$ cat config.mk
export PLATFORM = sky130hd
export DESIGN_NAME = spr_regs
export DESIGN_NICKNAME = d
export VERILOG_FILES = /design/src/shared/spr_pkg.sv /design/src/hdl/spr_regs.sv
export SDC_FILE = /design/constraint.sdc
export NUM_CORES = 1
export LEC_CHECK = 0
export BUFFER_PORTS_ARGS = -buffer_cell sky130_fd_sc_hd__buf_4
export CAP_MARGIN = 5
export CELL_PAD_IN_SITES_DETAIL_PLACEMENT = 2
export CELL_PAD_IN_SITES_GLOBAL_PLACEMENT = 2
export CORE_UTILIZATION = 25
export DETAILED_ROUTE_END_ITERATION = 8
export PLACE_DENSITY = 0.61
export SLEW_MARGIN = 20
export SYNTH_ARGS = -nofsm -noshare
export SYNTH_HDL_FRONTEND = slang
export SYNTH_SLANG_ARGS = --single-unit
export TNS_END_PERCENT = 1
$ cat constraint.sdc
create_clock -name clock -period 7.9 [get_ports clock]
set_input_delay 1.975 -clock clock [delete_from_list [all_inputs] [get_ports clock]]
set_output_delay 1.975 -clock clock [all_outputs]
set_load 0.1 [all_outputs]
$ cat src/shared/spr_pkg.sv
// spr_pkg: constants, types and register layout of the serial-port register block
// assumes: byte-wide paged register file access from the core, one clock domain
package spr_pkg;
    // register pages of the first and second unit
    localparam logic [7:0] SPR_PAGE_UNIT0 = 8'h18;
    localparam logic [7:0] SPR_PAGE_UNIT1 = 8'h19;
    // register offsets within the page
    localparam logic [7:0] SPR_OFF_RX_CNT_PTR = 8'hf0;
    localparam logic [7:0] SPR_OFF_RX_ADR_PTR = 8'hf1;
    localparam logic [7:0] SPR_OFF_TX_CNT_PTR = 8'hf2;
    localparam logic [7:0] SPR_OFF_TX_ADR_PTR = 8'hf3;
    localparam logic [7:0] SPR_OFF_VECTOR = 8'hf4;
    localparam logic [7:0] SPR_OFF_MATCH = 8'hf5;
    localparam logic [7:0] SPR_OFF_MASK = 8'hf6;
    localparam logic [7:0] SPR_OFF_PENDING = 8'hf7;
    localparam logic [7:0] SPR_OFF_DATA = 8'hf8;
    localparam logic [7:0] SPR_OFF_PRIORITY = 8'hf9;
    localparam logic [7:0] SPR_OFF_CHAR_FMT = 8'hfa;
    localparam logic [7:0] SPR_OFF_CLK_SETUP = 8'hfb;
    localparam logic [7:0] SPR_OFF_BAUD_HI = 8'hfc;
    localparam logic [7:0] SPR_OFF_BAUD_LO = 8'hfd;
    localparam logic [7:0] SPR_OFF_SYNC_IN = 8'hfe;
    localparam logic [7:0] SPR_OFF_SYNC_OUT = 8'hff;
    // mask register bit positions
    localparam int SPR_MSK_EMPTY_SEL = 7;
    localparam int SPR_MSK_RX_DONE = 6;
    localparam int SPR_MSK_TX_DONE = 5;
    localparam int SPR_MSK_RX_ERR = 4;
    localparam int SPR_MSK_ADDR = 3;
    localparam int SPR_MSK_BREAK = 2;
    localparam int SPR_MSK_RX_DATA = 1;
    localparam int SPR_MSK_TX_DATA = 0;
    // pending register bit positions
    localparam int SPR_PND_OVERRUN = 7;
    localparam int SPR_PND_FRAMING = 6;
    localparam int SPR_PND_PARITY = 5;
    localparam int SPR_PND_ADDR = 4;
    localparam int SPR_PND_BREAK = 3;
    localparam int SPR_PND_RX_DATA = 2;
    localparam int SPR_PND_BUF_EMPTY = 1;
    localparam int SPR_PND_SHIFT_EMPTY = 0;
    // priority and character format register fields
    localparam int SPR_PRI_ADDR_EN = 7;
    localparam int SPR_PRI_RX_DMA = 4;
    localparam int SPR_PRI_TX_DMA = 3;
    localparam int SPR_CHF_ADDR_MODE = 2;
    // reset values
    localparam logic [7:0] SPR_RST_MASK = 8'h00;
    localparam logic [7:0] SPR_RST_ZERO = 8'h00;
    // encoded interrupt source codes
    localparam logic [1:0] SPR_EV_RX_ERR = 2'h0;
    localparam logic [1:0] SPR_EV_ADDR_BRK = 2'h1;
    localparam logic [1:0] SPR_EV_RX_DATA = 2'h2;
    localparam logic [1:0] SPR_EV_TX = 2'h3;

    typedef enum logic [1:0] {SPR_SRV_NONE, SPR_SRV_RX_DMA, SPR_SRV_TX_DMA, SPR_SRV_IRQ} spr_srv_t;

    // core side register access
    typedef struct packed {
        logic [7:0] page;
        logic [7:0] addr;
        logic rd;
        logic wr;
        logic [7:0] wdata;
    } spr_bus_t;

    // events from the serial line logic, one-cycle pulses
    typedef struct packed {
        logic overrun;
        logic framing;
        logic parity;
        logic brk;
        logic word_valid;
        logic [7:0] word;
        logic ninth_bit;
        logic after_break;
        logic buf_empty;
        logic shift_empty;
        logic rx_dma_eob;
        logic tx_dma_eob;
    } spr_evt_t;

    // DMA controller view
    typedef struct packed {
        logic rx_req;
        logic [6:0] rx_cnt_loc;
        logic rx_to_regfile;
        logic [6:0] rx_ptr_loc;
        logic rx_dma_seg;
        logic tx_req;
        logic [6:0] tx_cnt_loc;
        logic tx_from_regfile;
        logic [6:0] tx_ptr_loc;
        logic tx_dma_seg;
    } spr_dma_t;

    typedef struct packed {
        logic [7:0] rx_cnt_ptr;
        logic [7:0] rx_adr_ptr;
        logic [7:0] tx_cnt_ptr;
        logic [7:0] tx_adr_ptr;
        logic [4:0] vec_base;
        logic [1:0] vec_code;
        logic [7:0] match_char;
        logic [7:0] mask;
        logic [7:0] pending;
        logic [7:0] rx_buf;
        logic [7:0] tx_buf;
        logic tx_load;
        logic [7:0] priority_r;
        logic [7:0] char_fmt;
        logic [7:0] clk_setup;
        logic [7:0] baud_hi;
        logic [7:0] baud_lo;
        logic [7:0] sync_in;
        logic [7:0] sync_out;
        logic addr_seen;
        logic [7:0] rdata;
        logic irq;
        logic [7:0] irq_vector;
        spr_srv_t srv;
        spr_dma_t dma;
    } spr_state_t;
endpackage

$ cat src/hdl/spr_regs.sv
// spr_regs: register file, interrupt encoding and DMA pointers of the serial port
// assumes: core accesses are single-cycle strobes on clock; line events are same-clock pulses
`timescale 1ns/1ps

// Overview of operation
// - unit 0 on page 24, unit 1 on 25
// - data buffers share F8h, separate read/write registers
// - rx counter pointer bits 7:1 to DMA
// - rx counter bit 0: memory or register file
// - rx address pointer bits 7:1 to DMA
// - rx address bit 0 picks extension segment
// - tx counter pointer location and source select
// - tx address pointer and extension segment select
// - vector bits 7:3 software base
// - vector bits 2:1 hardware source code only
// - source codes: error, address/break, data, transmit
// - vector bit 0 reads zero
// - addressed modes compare word, set address pending
// - after address pending pass data words
// - mask bit 7 selects empty source
// - rx block done set by hardware, software clears
// - tx block done set by hardware, software clears
// - mask bit 4 gates receive errors
// - mask bit 3 gates address pending
// - mask bit 2 gates break pending
// - mask bit 1 gates data and rx done
// - mask bit 0 gates transmit empty sources
// - priority: rx DMA, tx DMA, rx irq, tx irq
// - DMA active swaps sources for block done; tx only with mask bit 7 clear
module spr_regs import spr_pkg::*; #(
    parameter logic UNIT = 1'b0
) (
    input wire logic clock,
    input wire logic rst,
    input wire spr_bus_t bus,
    input wire spr_evt_t evt,
    output logic [7:0] rdata,
    output logic [7:0] tx_data,
    output logic tx_load,
    output logic irq,
    output logic [7:0] irq_vector,
    output spr_dma_t dma,
    output logic [7:0] mask_out
);
    spr_state_t state_reg, state_next;
    logic sel, rd_hit, wr_hit;
    logic [7:0] gated;
    logic rx_dma_on, tx_dma_on, addr_mode, is_match, rx_err_irq, addr_irq, rx_irq, tx_irq;
    logic tx_empty_src;

    ////////////////////////////////////////////////////////////////////////////////
    always_comb begin
        sel = bus.page == (UNIT ? SPR_PAGE_UNIT1 : SPR_PAGE_UNIT0);
        rd_hit = sel && bus.rd;
        wr_hit = sel && bus.wr;
        rx_dma_on = state_reg.priority_r[SPR_PRI_RX_DMA];
        tx_dma_on = state_reg.priority_r[SPR_PRI_TX_DMA];
        // any of the three address / search modes is active once either enable is set
        addr_mode = state_reg.priority_r[SPR_PRI_ADDR_EN] || state_reg.char_fmt[SPR_CHF_ADDR_MODE];
        is_match = evt.word == state_reg.match_char;
        case ({state_reg.priority_r[SPR_PRI_ADDR_EN], state_reg.char_fmt[SPR_CHF_ADDR_MODE]})
            2'h0: is_match = evt.ninth_bit;
            2'h1: is_match = evt.word == state_reg.match_char;
            2'h2: is_match = evt.ninth_bit && evt.word == state_reg.match_char;
            default: is_match = evt.after_break && evt.word == state_reg.match_char;
        endcase
        state_next = state_reg;
        state_next.tx_load = 1'b0;
        // software writes first; hardware sets below win over a clear in the same cycle
        if (wr_hit) begin
            if (bus.addr == SPR_OFF_RX_CNT_PTR) begin
                state_next.rx_cnt_ptr = bus.wdata;
            end else if (bus.addr == SPR_OFF_RX_ADR_PTR) begin
                state_next.rx_adr_ptr = bus.wdata;
            end else if (bus.addr == SPR_OFF_TX_CNT_PTR) begin
                state_next.tx_cnt_ptr = bus.wdata;
            end else if (bus.addr == SPR_OFF_TX_ADR_PTR) begin
                state_next.tx_adr_ptr = bus.wdata;
            end else if (bus.addr == SPR_OFF_VECTOR) begin
                state_next.vec_base = bus.wdata[7:3];
            end else if (bus.addr == SPR_OFF_MATCH) begin
                state_next.match_char = bus.wdata;
            end else if (bus.addr == SPR_OFF_MASK) begin
                // done flags only clear from software, never set
                state_next.mask = {bus.wdata[7], state_reg.mask[6] & bus.wdata[6],
                    state_reg.mask[5] & bus.wdata[5], bus.wdata[4:0]};
            end else if (bus.addr == SPR_OFF_PENDING) begin
                state_next.pending = state_reg.pending & bus.wdata;
            end else if (bus.addr == SPR_OFF_DATA) begin
                state_next.tx_buf = bus.wdata;
                state_next.tx_load = 1'b1;
            end else if (bus.addr == SPR_OFF_PRIORITY) begin
                state_next.priority_r = bus.wdata;
            end else if (bus.addr == SPR_OFF_CHAR_FMT) begin
                state_next.char_fmt = bus.wdata;
            end else if (bus.addr == SPR_OFF_CLK_SETUP) begin
                state_next.clk_setup = bus.wdata;
            end else if (bus.addr == SPR_OFF_BAUD_HI) begin
                state_next.baud_hi = bus.wdata;
            end else if (bus.addr == SPR_OFF_BAUD_LO) begin
                state_next.baud_lo = bus.wdata;
            end else if (bus.addr == SPR_OFF_SYNC_IN) begin
                state_next.sync_in = bus.wdata;
            end else if (bus.addr == SPR_OFF_SYNC_OUT) begin
                state_next.sync_out = bus.wdata;
            end
        end
        // hardware event sets
        if (evt.overrun) state_next.pending[SPR_PND_OVERRUN] = 1'b1;
        if (evt.framing) state_next.pending[SPR_PND_FRAMING] = 1'b1;
        if (evt.parity) state_next.pending[SPR_PND_PARITY] = 1'b1;
        if (evt.brk) state_next.pending[SPR_PND_BREAK] = 1'b1;
        if (evt.buf_empty) state_next.pending[SPR_PND_BUF_EMPTY] = 1'b1;
        if (evt.shift_empty) state_next.pending[SPR_PND_SHIFT_EMPTY] = 1'b1;
        if (evt.rx_dma_eob) state_next.mask[SPR_MSK_RX_DONE] = 1'b1;
        if (evt.tx_dma_eob) state_next.mask[SPR_MSK_TX_DONE] = 1'b1;
        if (evt.word_valid) begin
            if (!addr_mode) begin
                state_next.rx_buf = evt.word;
                state_next.pending[SPR_PND_RX_DATA] = 1'b1;
            end else if (is_match) begin
                // the address word itself is not buffered
                state_next.pending[SPR_PND_ADDR] = 1'b1;
                state_next.addr_seen = 1'b1;
            end else if (state_reg.addr_seen && !evt.ninth_bit) begin
                state_next.rx_buf = evt.word;
                state_next.pending[SPR_PND_RX_DATA] = 1'b1;
            end else begin
                // an unmatched address closes the window
                state_next.addr_seen = 1'b0;
            end
        end
        // source gating
        gated = state_reg.pending;
        tx_empty_src = state_reg.mask[SPR_MSK_EMPTY_SEL] ? gated[SPR_PND_BUF_EMPTY]
            : gated[SPR_PND_SHIFT_EMPTY];
        rx_err_irq = state_reg.mask[SPR_MSK_RX_ERR]
            && |gated[SPR_PND_OVERRUN:SPR_PND_PARITY];
        addr_irq = (state_reg.mask[SPR_MSK_ADDR] && gated[SPR_PND_ADDR])
            || (state_reg.mask[SPR_MSK_BREAK] && gated[SPR_PND_BREAK]);
        // with DMA active, data pending feeds DMA and the done flag takes its place
        rx_irq = state_reg.mask[SPR_MSK_RX_DATA] && (rx_dma_on ? state_reg.mask[SPR_MSK_RX_DONE]
            : (gated[SPR_PND_RX_DATA] || state_reg.mask[SPR_MSK_RX_DONE]));
        tx_irq = state_reg.mask[SPR_MSK_TX_DATA] && ((tx_dma_on && !state_reg.mask[SPR_MSK_EMPTY_SEL])
            ? state_reg.mask[SPR_MSK_TX_DONE]
            : (tx_empty_src || state_reg.mask[SPR_MSK_TX_DONE]));
        // DMA requests are not gated by the data masks
        state_next.dma.rx_req = rx_dma_on && gated[SPR_PND_RX_DATA];
        state_next.dma.tx_req = tx_dma_on && !state_reg.mask[SPR_MSK_EMPTY_SEL]
            && gated[SPR_PND_SHIFT_EMPTY];
        state_next.dma.rx_cnt_loc = state_reg.rx_cnt_ptr[7:1];
        state_next.dma.rx_to_regfile = state_reg.rx_cnt_ptr[0];
        state_next.dma.rx_ptr_loc = state_reg.rx_adr_ptr[7:1];
        // extension select has no meaning when the register file is the target
        state_next.dma.rx_dma_seg = !state_reg.rx_cnt_ptr[0] && state_reg.rx_adr_ptr[0];
        state_next.dma.tx_cnt_loc = state_reg.tx_cnt_ptr[7:1];
        state_next.dma.tx_from_regfile = state_reg.tx_cnt_ptr[0];
        state_next.dma.tx_ptr_loc = state_reg.tx_adr_ptr[7:1];
        state_next.dma.tx_dma_seg = !state_reg.tx_cnt_ptr[0] && state_reg.tx_adr_ptr[0];
        // service order; the code is held while nothing is pending
        state_next.srv = SPR_SRV_NONE;
        if (rx_err_irq) begin
            state_next.vec_code = SPR_EV_RX_ERR;
        end else if (addr_irq) begin
            state_next.vec_code = SPR_EV_ADDR_BRK;
        end else if (rx_irq) begin
            state_next.vec_code = SPR_EV_RX_DATA;
        end else if (tx_irq) begin
            state_next.vec_code = SPR_EV_TX;
        end
        // a pending DMA request delays the interrupt cycle, not its source code,
        // so a raised irq never shows a stale code
        if (state_next.dma.rx_req) begin
            state_next.srv = SPR_SRV_RX_DMA;
        end else if (state_next.dma.tx_req) begin
            state_next.srv = SPR_SRV_TX_DMA;
        end else if (rx_err_irq || addr_irq || rx_irq || tx_irq) begin
            state_next.srv = SPR_SRV_IRQ;
        end
        state_next.irq = rx_err_irq || addr_irq || rx_irq || tx_irq;
        state_next.irq_vector = {state_next.vec_base, state_next.vec_code, 1'b0};
        // read data, registered
        state_next.rdata = 8'h00;
        if (rd_hit) begin
            if (bus.addr == SPR_OFF_RX_CNT_PTR) begin
                state_next.rdata = state_reg.rx_cnt_ptr;
            end else if (bus.addr == SPR_OFF_RX_ADR_PTR) begin
                state_next.rdata = state_reg.rx_adr_ptr;
            end else if (bus.addr == SPR_OFF_TX_CNT_PTR) begin
                state_next.rdata = state_reg.tx_cnt_ptr;
            end else if (bus.addr == SPR_OFF_TX_ADR_PTR) begin
                state_next.rdata = state_reg.tx_adr_ptr;
            end else if (bus.addr == SPR_OFF_VECTOR) begin
                state_next.rdata = {state_reg.vec_base, state_reg.vec_code, 1'b0};
            end else if (bus.addr == SPR_OFF_MATCH) begin
                state_next.rdata = state_reg.match_char;
            end else if (bus.addr == SPR_OFF_MASK) begin
                state_next.rdata = state_reg.mask;
            end else if (bus.addr == SPR_OFF_PENDING) begin
                state_next.rdata = state_reg.pending;
            end else if (bus.addr == SPR_OFF_DATA) begin
                state_next.rdata = state_reg.rx_buf;
            end else if (bus.addr == SPR_OFF_PRIORITY) begin
                state_next.rdata = state_reg.priority_r;
            end else if (bus.addr == SPR_OFF_CHAR_FMT) begin
                state_next.rdata = state_reg.char_fmt;
            end else if (bus.addr == SPR_OFF_CLK_SETUP) begin
                state_next.rdata = state_reg.clk_setup;
            end else if (bus.addr == SPR_OFF_BAUD_HI) begin
                state_next.rdata = state_reg.baud_hi;
            end else if (bus.addr == SPR_OFF_BAUD_LO) begin
                state_next.rdata = state_reg.baud_lo;
            end else if (bus.addr == SPR_OFF_SYNC_IN) begin
                state_next.rdata = state_reg.sync_in;
            end else if (bus.addr == SPR_OFF_SYNC_OUT) begin
                state_next.rdata = state_reg.sync_out;
            end
        end
    end

    ////////////////////////////////////////////////////////////////////////////////
    always_ff @(posedge clock or posedge rst) begin
        if (rst) begin
            state_reg <= '0;
            state_reg.mask <= SPR_RST_MASK;
        end else begin
            state_reg <= state_next;
        end
    end

    assign rdata = state_reg.rdata;
    assign tx_data = state_reg.tx_buf;
    assign tx_load = state_reg.tx_load;
    assign irq = state_reg.irq;
    assign irq_vector = state_reg.irq_vector;
    assign dma = state_reg.dma;
    assign mask_out = state_reg.mask;
endmodule // spr_regs

==> Word level (Yosys, flattened, before mapping) <==
Cells that the tools add are included.
{ "word_totals": {"reg_bits": 187, "out_inout_bits": 68, "in_bits": 47} }
{ "op_classes": {"n_reduce_logical": 68, "muxes": 85, "n_eq_ne": 77, "bitwise": 18} }
{ "op_table": {"columns": ["operator", "count"], "rows": [
  ["$mux W57", 9],
  ["$mux W8", 30],
  ["$eq A8 B8 Y1 const B", 16],
  ["$ne A2 B2 Y1 const B", 56],
  ["$mux W15", 7],
  ["$mux W56", 1],
  ["$reduce_and A9 Y1", 6],
  ["$mux W48", 1],
  ["$mux W40", 1],
  ["$mux W32", 1],
  ["$reduce_bool A2 Y1", 16],
  ["$mux W5", 6],
  ["$mux W24", 1],
  ["$reduce_and A8 Y1", 3],
  ["$mux W1", 21],
  ["$reduce_and A17 Y1", 1],
  ["$mux W16", 1],
  ["$reduce_and A16 Y1", 1],
  ["$logic_and A1 B1 Y1", 15],
  ["$not A1 Y1", 15],
  ["$reduce_and A15 Y1", 1],
  ["$reduce_and A14 Y1", 1],
  ["$reduce_and A13 Y1", 1],
  ["$reduce_and A12 Y1", 1],
  ["21 further kinds", 36]
]} }

==> Depth between registers and ports, before layout <==
Gate-level depths: netlist of the first run.
{ "depth": {"word_depth": 18, "mapped_depth": 8} }

==> Least setup slack after synthesis of the first run <==
OpenSTA, ideal clock, no wires.
{ "synth_timing": {"path_kind": "input to register", "startpoint": "in bus[23] in the netlist's numbering", "endpoint": "reg state_reg[100] in the netlist's numbering", "setup_ns": 0.125, "t_arrival_ns": 3.528, "path_stages": 6, "path_slack_ns": 4.247, "cell_sequence": "nor4b_4 nand3_4 or3_1 buf_6 nor2_8 mux2_4"} }
{ "synth_via": {"elab_chain_len": 3} }
{ "synth_lines": {"columns": ["item", "line_no", "rtl"], "rows": [
  ["start, declared", "spr_regs.sv:35", "input wire spr_bus_t bus,"],
  ["$eq A8 B5 Y1", "spr_regs.sv:53", "sel = bus.page == (UNIT ? SPR_PAGE_UNIT1 : SPR_PAGE_UNIT0);"],
  ["$logic_and A1 B1 Y1", "spr_regs.sv:55", "wr_hit = sel && bus.wr;"],
  ["$reduce_and A12 Y1 (no source line)", null, null],
  ["end signal, assigned", "spr_regs.sv:227", "state_reg <= state_next;"],
  ["end, declared", "spr_regs.sv:45", "spr_state_t state_reg, state_next;"]
]} }
Every way passes these cells.
A chain may end at the register's enable or synchronous reset.

==> Worst setup path in the final report of the first run <==
{ "layout_timing": {"startpoint": "in bus[11] in the netlist's numbering", "endpoint": "reg state_reg (netlist bit state_next[6])"} }
{ "layout_via": {"elab_chain_len": 3, "elab_cells_between_ends": 8} }
{ "layout_lines": {"columns": ["item", "line_no"], "rows": [
  ["$eq A8 B8 Y1 (on tied branches)", "spr_regs.sv:75, spr_regs.sv:71, spr_regs.sv:73"],
  ["$not A1 Y1 (no source line)", null],
  ["$reduce_and A5 Y1 (no source line) (*)", null]
]} }
Every way passes the cells marked *; elsewhere a longest branch is shown, timed or not.

==> metrics.md, run 1 <==
| Metric | Value |
|---|---|
| Count of cell types in the netlist | `69` |
| Iteration-0 DRC Markers | `283` |
| R2R Path End | `state_reg[122]$_DFFE_PP0P_` |
| HPWL after detailed placement | `19900 microns` |
| Data required time at the worst endpoint | `8220 ps` |
| Flop-to-flop setup slack | `5730 ps` |
| RePlAce Congestion | `0.785` |
| Peak Freq | `245 MHz` |
| Number of buffers and inverters on the critical path | `1` |
| Final-report hold violation count | `0` |
| Data arrival time of the worst path | `4400 ps` |
| Total number of yosys warnings | `0` |
| Startpoint of the worst-slack reg-to-reg timing path | `state_reg[146]$_DFFE_PP0P_` |
| Leading post-synthesis cells by instance count | `dfrtp_1 (180), mux2_2 (123), buf_4 (68)` |
| Post-synthesis sequential area ratio | `51.2%` |
| Worst-case vdd ir drop | `0.000147 V` |
| Post-layout min period | `4080 ps` |
| Routed via count | `5853` |
| Root buffer cell | `clkbuf_16` |
| Type of origin of the critical path | `input port` |
| Antenna violation net count after detailed routing | `0` |
| Number of buffers inserted by post-CTS setup repair | `0` |
| Cell area after layout | `0.0101 sq mm` |
| Clock sink count | `180` |
| Critical setup path kind | `in -> reg` |
| Worst r2r path cells | `5` |
| # DRC | `0` |
| Cell type with the largest total area after synthesis | `dfrtp_1` |
| Height of the die | `190 microns` |
| Async S/R FF share, synth | `100%` |
| Number of iterations in the first detailed-routing pass | `4` |
| Number of buffers added on ports | `113` |
| Longest Clk Path Bufs | `2` |
| Power density over the cells | `186 mW/mm^2` |
| Cell Area, Synth | `0.00879 sq mm` |
| CTS resizes | `0` |
| Unrepaired setup endpoints after global routing | `no` |
| Run status | `finished clean` |
| Clock latency of the later-clocked register in the worst-skew pair | `440 ps` |
| Hold path startpoint | `state_next[22]$_DFFE_PP0P_` |
| Synthesis-to-layout area growth | `15.1%` |
| Average detailed-routed wire length per instance | `23.4 microns` |
| Final setup vio count | `0` |
| Cell chain of the critical path | `buf_4 -> nand2_1 -> nor3_2 -> mux2_2` |
| Number of I/O pins | `115` |
| Largest stage delay on the critical path | `860 ps` |
| Most repeated cell in the gate-level netlist after synthesis | `dfrtp_1` |
| Finished Core Util | `29.3%` |
| Worst rel slew slack | `33.3%` |
| Number of placement rows | `68` |
| Kind of cell with the highest combined delay on the critical path | `simple AND/OR/NAND/NOR gates` |
| Count of H-tree levels built during CTS | `4` |
| Fin Hold WS | `403 ps` |
| Routed Wire Length | `28500 microns` |
| Dpl cell area | `0.00957 sq mm` |
| Wire length of the first global-routing pass | `43000 microns` |
| Number of synthesized flops with an enable pin | `0` |
| Syn_nets | `767` |
| Antenna diode count | `0` |
| Share of the cycle needed by the critical path after routing | `51.6%` |
| Setup TNS Final | `0 ps` |
| Fillers | `3752` |
| Synth Register Bits | `180` |
| Die Wd | `190 microns` |
| Mapped Avg Cell Area | `12.2 sq um` |
| TritonCTS clock tree | `done` |
| Clock-pin transition on the worst setup and hold timing paths | `70 ps` |
| Predominant post-synthesis flop cell | `dfrtp_1` |
| Reported max-cap violation count | `0` |
| Via count of the first global-routing pass | `6398` |
| Die area | `0.0359 sq mm` |
| Endpoint of the worst hold path | `dma[22]$_DFF_PP0_` |
| Post-Syn Instances | `720` |
| Tot GR Track Use | `16.3%` |
| Number of flip-flops under the largest register name | `79` |
| Antenna violations before repair | `1` |
| Global-route congestion overflow total | `0` |
| Crit-path max FO | `63` |
| Synth top area share | `51.2%` |
| Pin count of the biggest net entering global routing | `109` |
| Largest cells by area after synthesis | `dfrtp_1 (51%), mux2_2 (16%), buf_4 (5.8%), o21ai_0 (1.8%), nand2b_1 (1.5%)` |
| Starting utilization of the core area | `25.5%` |
| Hold bufs inserted after CTS | `0` |
| Number of max-slew violations in the final report | `0` |
| Fin Clk Skew | `14.7 ps` |
| P_leak | `0.00479 uW` |
| Final-stage net count | `795` |
| Transition at the pin with the smallest max-transition slack | `976 ps` |
| Type of destination of the critical path | `register` |
| Highest-delay cell along the critical path | `nor3_2` |
| Number of vias per cell | `4.81` |
| Number of buffers created by CTS | `17` |
| Share of post-route cells with drive strength above 1 | `40.6%` |
| Hold path depth | `0` |
| Class of the worst hold path | `reg -> reg` |
| CORE AREA | `0.0345 sq mm` |
## metrics by stage
step / setup WS, ps / total power, uW / cells
floorplan: 1040 / 1010 / 720
global placement: 3200 / 1070 / 1184
detailed placement: 3380 / 1070 / 1184
CTS: 3840 / 1910 / 1216
global route: 3690 / 1950 / 1216
finish: 3820 / 1880 / 1216
## worst max path at each step
| stage | startpoint | endpoint | slack, ps | cells after the start |
|---|---|---|---|---|
| 3_3_place_gp | bus[11] | rdata[0]$_DFF_PP0_ | 3200 | 6 |
| 3_5_place_dp | bus[11] | state_next[5]$_DFFE_PP0P_ | 3380 | 4 |
| 4_1_cts | bus[11] | state_next[5]$_DFFE_PP0P_ | 3840 | 4 |
| 2_1_floorplan | rst | dma[0]$_DFF_PP0_ | 1040 | 1 |
| 5_1_grt | bus[11] | state_next[6]$_DFFE_PP0P_ | 3690 | 4 |
| 6_report | bus[11] | state_next[6]$_DFFE_PP0P_ | 3820 | 4 |
## report_power, final
| part | switching (uW) | internal [uW] | leakage (uW) | total, uW |
|---|---|---|---|---|
| logic | 87.9 | 35.5 | 0.00206 | 123 |
| registers | 2.84 | 924 | 0.00246 | 927 |
| clock network | 412 | 422 | 0.000278 | 835 |
## placed cells by master (no fill, tap or decap), types with 3 or more instances in the layout
master	n
a2111oi_0	5
mux2_2	123
nor3_1	3
a21oi_1	21
clkbuf_16	17
o211ai_1	9
nor2_1	12
or2_2	4
inv_6	5
nand3b_1	4
a22o_1	5
nor3_2	3
o22ai_1	10
buf_4	116
nor2_8	5
a21o_1	3
a32o_1	3
inv_1	8
mux2i_1	9
a22oi_1	8
o31ai_1	4
xor2_1	8
clkinv_2	3
a31oi_1	4
nor2b_1	11
nand3_1	7
nor4_1	5
nand2_1	29
o21ai_0	32
o32ai_1	5
mux2_4	8
or3_1	5
nand2b_1	21
nor4b_4	3
nand4_1	5
inv_8	4
dfrtp_1	180
a221oi_1	5
## routing by layer
layer / up-vias / global-route usage, % / share of wire (%)
li1: 2596 / - / -
met5: - / 0 / 0
met1: 3101 / 22.0 / 45
met4: 0 / 4.99 / 1.9
met3: 28 / 2.77 / 4.2
met2: 128 / 26.7 / 48
## worst register-to-register path, stage by stage, from the launching register on
cell,delay [ps]
dfrtp_1,420
xor2_1,180
nor4_1,430
nand2_1,120
o211ai_2,510
mux2_2,400
## layout make-up
| type | count | area, sq um | area share (%) |
|---|---|---|---|
| inverter | 9 | 41.3 | 0.408 |
| multi-input combinational | 424 | 3580 | 35.4 |
| clock buffer | 18 | 439 | 4.34 |
| timing repair buffer | 116 | 871 | 8.60 |
| clock inverter | 14 | 118 | 1.16 |
| sequential | 180 | 4500 | 44.5 |
| tap | 455 | 569 | 5.62 |
## cells by family after synthesis
family | count (synthesis) | share of synthesized area (%)
other cells | 1 | 0.0426
simple gates | 135 | 10.6
xor+xnor | 8 | 0.797
buf+inv | 116 | 8.11
compound gates | 138 | 10.9
flops | 180 | 51.2
mux | 142 | 18.4
Note: power is estimated with default switching activity, not from simulation.
==> run 2: changes to the inputs <==
PLACE_DENSITY = 0.63   (was 0.61)
clock period = 3.46 ns   (was 7.9 ns; I/O delays follow)
==> metrics.md, run 2 (synthesis gave the netlist of run 1 again) <==
| Metric | Value |
|---|---|
| Most common cell after layout, fill and taps aside | `dfrtp_1 (unchanged)` |
| Final-stage net count | `826 (was 795)` |
| Class of the worst hold path | `reg -> reg (unchanged)` |
| # DRC | `0 (unchanged)` |
| Routed Wire Length | `29500 microns (was 28500 microns)` |
| Crit-path max FO | `35 (was 63)` |
| Finished Core Util | `30.1% (was 29.3%)` |
| CORE AREA | `0.0345 sq mm (unchanged)` |
| Reported max-cap violation count | `0 (unchanged)` |
| HPWL after detailed placement | `21200 microns (was 19900 microns)` |
| Number of buffers created by CTS | `17 (unchanged)` |
| Transition at the pin with the smallest max-transition slack | `953 ps (was 976 ps)` |
| Critical setup path kind | `in -> reg (unchanged)` |
| Final setup vio count | `0 (unchanged)` |
| P_leak | `0.00494 uW (was 0.00479 uW)` |
| Clock-pin transition on the worst setup and hold timing paths | `70 ps (about the same)` |
| Via count of the first global-routing pass | `6686 (was 6398)` |
| Number of I/O pins | `115 (unchanged)` |
| Run status | `finished clean (unchanged)` |
| Number of iterations in the first detailed-routing pass | `4 (unchanged)` |
| Tot GR Track Use | `17.1% (was 16.3%)` |
| Worst-case vdd ir drop | `0.000279 V (was 0.000147 V)` |
| Setup TNS Final | `0 ps (unchanged)` |
| Die Wd | `190 microns (unchanged)` |
| Routed via count | `6024 (was 5853)` |
| Power density over the cells | `414 mW/mm^2 (was 186 mW/mm^2)` |
| Worst r2r path cells | `5 (unchanged)` |
| Type of origin of the critical path | `input port (unchanged)` |
| Hold path depth | `0 (unchanged)` |
| CTS resizes | `0 (unchanged)` |
| Number of buffers added on ports | `113 (unchanged)` |
| Flop-to-flop setup slack | `1210 ps (was 5730 ps)` |
| TritonCTS clock tree | `done (unchanged)` |
| Startpoint of the worst-slack reg-to-reg timing path | `state_reg[146]$_DFFE_PP0P_ (unchanged)` |
| Global-route congestion overflow total | `0 (unchanged)` |
| Final-report hold violation count | `0 (unchanged)` |
| Final instance count without filler cells | `1247 (was 1216)` |
| Wire length of the first global-routing pass | `44600 microns (was 43000 microns)` |
| Average detailed-routed wire length per instance | `23.7 microns (was 23.4 microns)` |
| Number of max-slew violations in the final report | `0 (unchanged)` |
| Endpoint of the worst hold path | `dma[31]$_DFF_PP0_ (was dma[22]$_DFF_PP0_)` |
| Iteration-0 DRC Markers | `277 (was 283)` |
| Data arrival time of the worst path | `2950 ps (was 4400 ps)` |
| Clock latency of the later-clocked register in the worst-skew pair | `440 ps (about the same)` |
| Die area | `0.0359 sq mm (unchanged)` |
| Synthesis-to-layout area growth | `18.3% (was 15.1%)` |
| R2R Path End | `state_reg[123]$_DFFE_PP0P_ (was state_reg[122]$_DFFE_PP0P_)` |
| Peak Freq | `379 MHz` |
| Count of H-tree levels built during CTS | `4 (unchanged)` |
| Antenna violation net count after detailed routing | `0 (unchanged)` |
| Commonest cells after routing, fill and taps aside | `dfrtp_1 (180), buf_4 (142), mux2_2 (123), o21ai_0 (32), nand2_1 (29) (was dfrtp_1 (180), mux2_2 (123), buf_4 (116), o21ai_0 (32), nand2_1 (29))` |
| Height of the die | `190 microns (unchanged)` |
| Share of post-route cells with drive strength above 1 | `42.4% (was 40.6%)` |
| Post-layout min period | `2640 ps` |
| Type of destination of the critical path | `register (unchanged)` |
| Number of vias per cell | `4.83 (was 4.81)` |
| Longest Clk Path Bufs | `2 (unchanged)` |
| Dpl cells | `1215 (was 1184)` |
| Worst rel slew slack | `36.4% (was 33.3%)` |
| Hold path startpoint | `state_next[31]$_DFFE_PP0P_ (was state_next[22]$_DFFE_PP0P_)` |
| Number of buffers inserted by post-CTS setup repair | `0 (unchanged)` |
| Unrepaired setup endpoints after global routing | `no (unchanged)` |
| Hold bufs inserted after CTS | `0 (unchanged)` |
| Starting utilization of the core area | `25.5% (unchanged)` |
| Number of placement rows | `68 (unchanged)` |
| Antenna violations before repair | `1 (unchanged)` |
| Fin Clk Skew | `9.64 ps (was 14.7 ps)` |
| Share of the cycle needed by the critical path after routing | `76.3%` |
| Pin count of the biggest net entering global routing | `39 (was 109)` |
| Root buffer cell | `clkbuf_16 (unchanged)` |
| Number of flip-flops under the largest register name | `79 (unchanged)` |
| Data required time at the worst endpoint | `3770 ps (was 8220 ps)` |
| RePlAce Congestion | `0.826 (was 0.785)` |
| Tot Pwr | `4310 uW (was 1880 uW)` |
| Clock sink count | `180 (unchanged)` |
[run 2: changes by cell type in the layout (fill, tap and decap cells not counted), sizes merged]
cell,delta
buf,+31
inv,-6
clkinvlp,+4
clkbuf,+3
clkinv,-3
bufinv,+1
diode,+1
[run 2: layout make-up]
cell class	instances	area (sq um)
Antenna cell	1	2.50
Clock buffer	21	450
Clock inverter	10	100
Fill cell	3728	24100
Inverter	9	37.5
Multi-Input combinational cell	424	3580
Sequential cell	180	4500
Tap cell	455	569
Timing Repair Buffer	147	1170
[run 2: per-stage QoR]
step	setup WS [ps]	instance area, sq um	hold slack (ps)
3_5_place_dp	407	9850	396
2_1_floorplan	286	8800	365
5_1_grt	714	10400	410
4_1_cts	877	10400	406
6_report	821	10400	414
3_3_place_gp	433	9850	395
[run 2: how the worst max path moves through the flow]
stage	slack, ps	end	start	depth (start not counted)
2_1_floorplan	290	dma[0]$_DFF_PP0_	rst	1
5_1_grt	710	rdata[2]$_DFF_PP0_	bus[11]	7
4_1_cts	880	rdata[2]$_DFF_PP0_	bus[11]	7
3_3_place_gp	430	rdata[2]$_DFF_PP0_	bus[11]	7
3_5_place_dp	410	rdata[2]$_DFF_PP0_	bus[11]	7
6_report	820	rdata[2]$_DFF_PP0_	bus[11]	7
[run 2: report_power, final]
| part | total (uW) | internal [uW] | switching [uW] |
|---|---|---|---|
| clock | 1880 | 1010 | 869 |
| sequential | 2120 | 2110 | 7.60 |
| combinational | 312 | 101 | 211 |
[run 2: routing by layer]
metal  vias to the layer above  routed length, microns  GRT usage, %
met2                       152                   14300          28.1
met3                        38                    1220          3.39
met5                         -                       0             0
li1                       2670                       -             -
met1                      3164                   13300          22.2
met4                         0                     710          5.86
[run 2: critical path, cell delays in order]
cell and delay [ps]:
buf_4 370, buf_4 330, nand2b_1 360, o22ai_1 180
a221oi_1 320, a221oi_1 160, o31ai_1 350
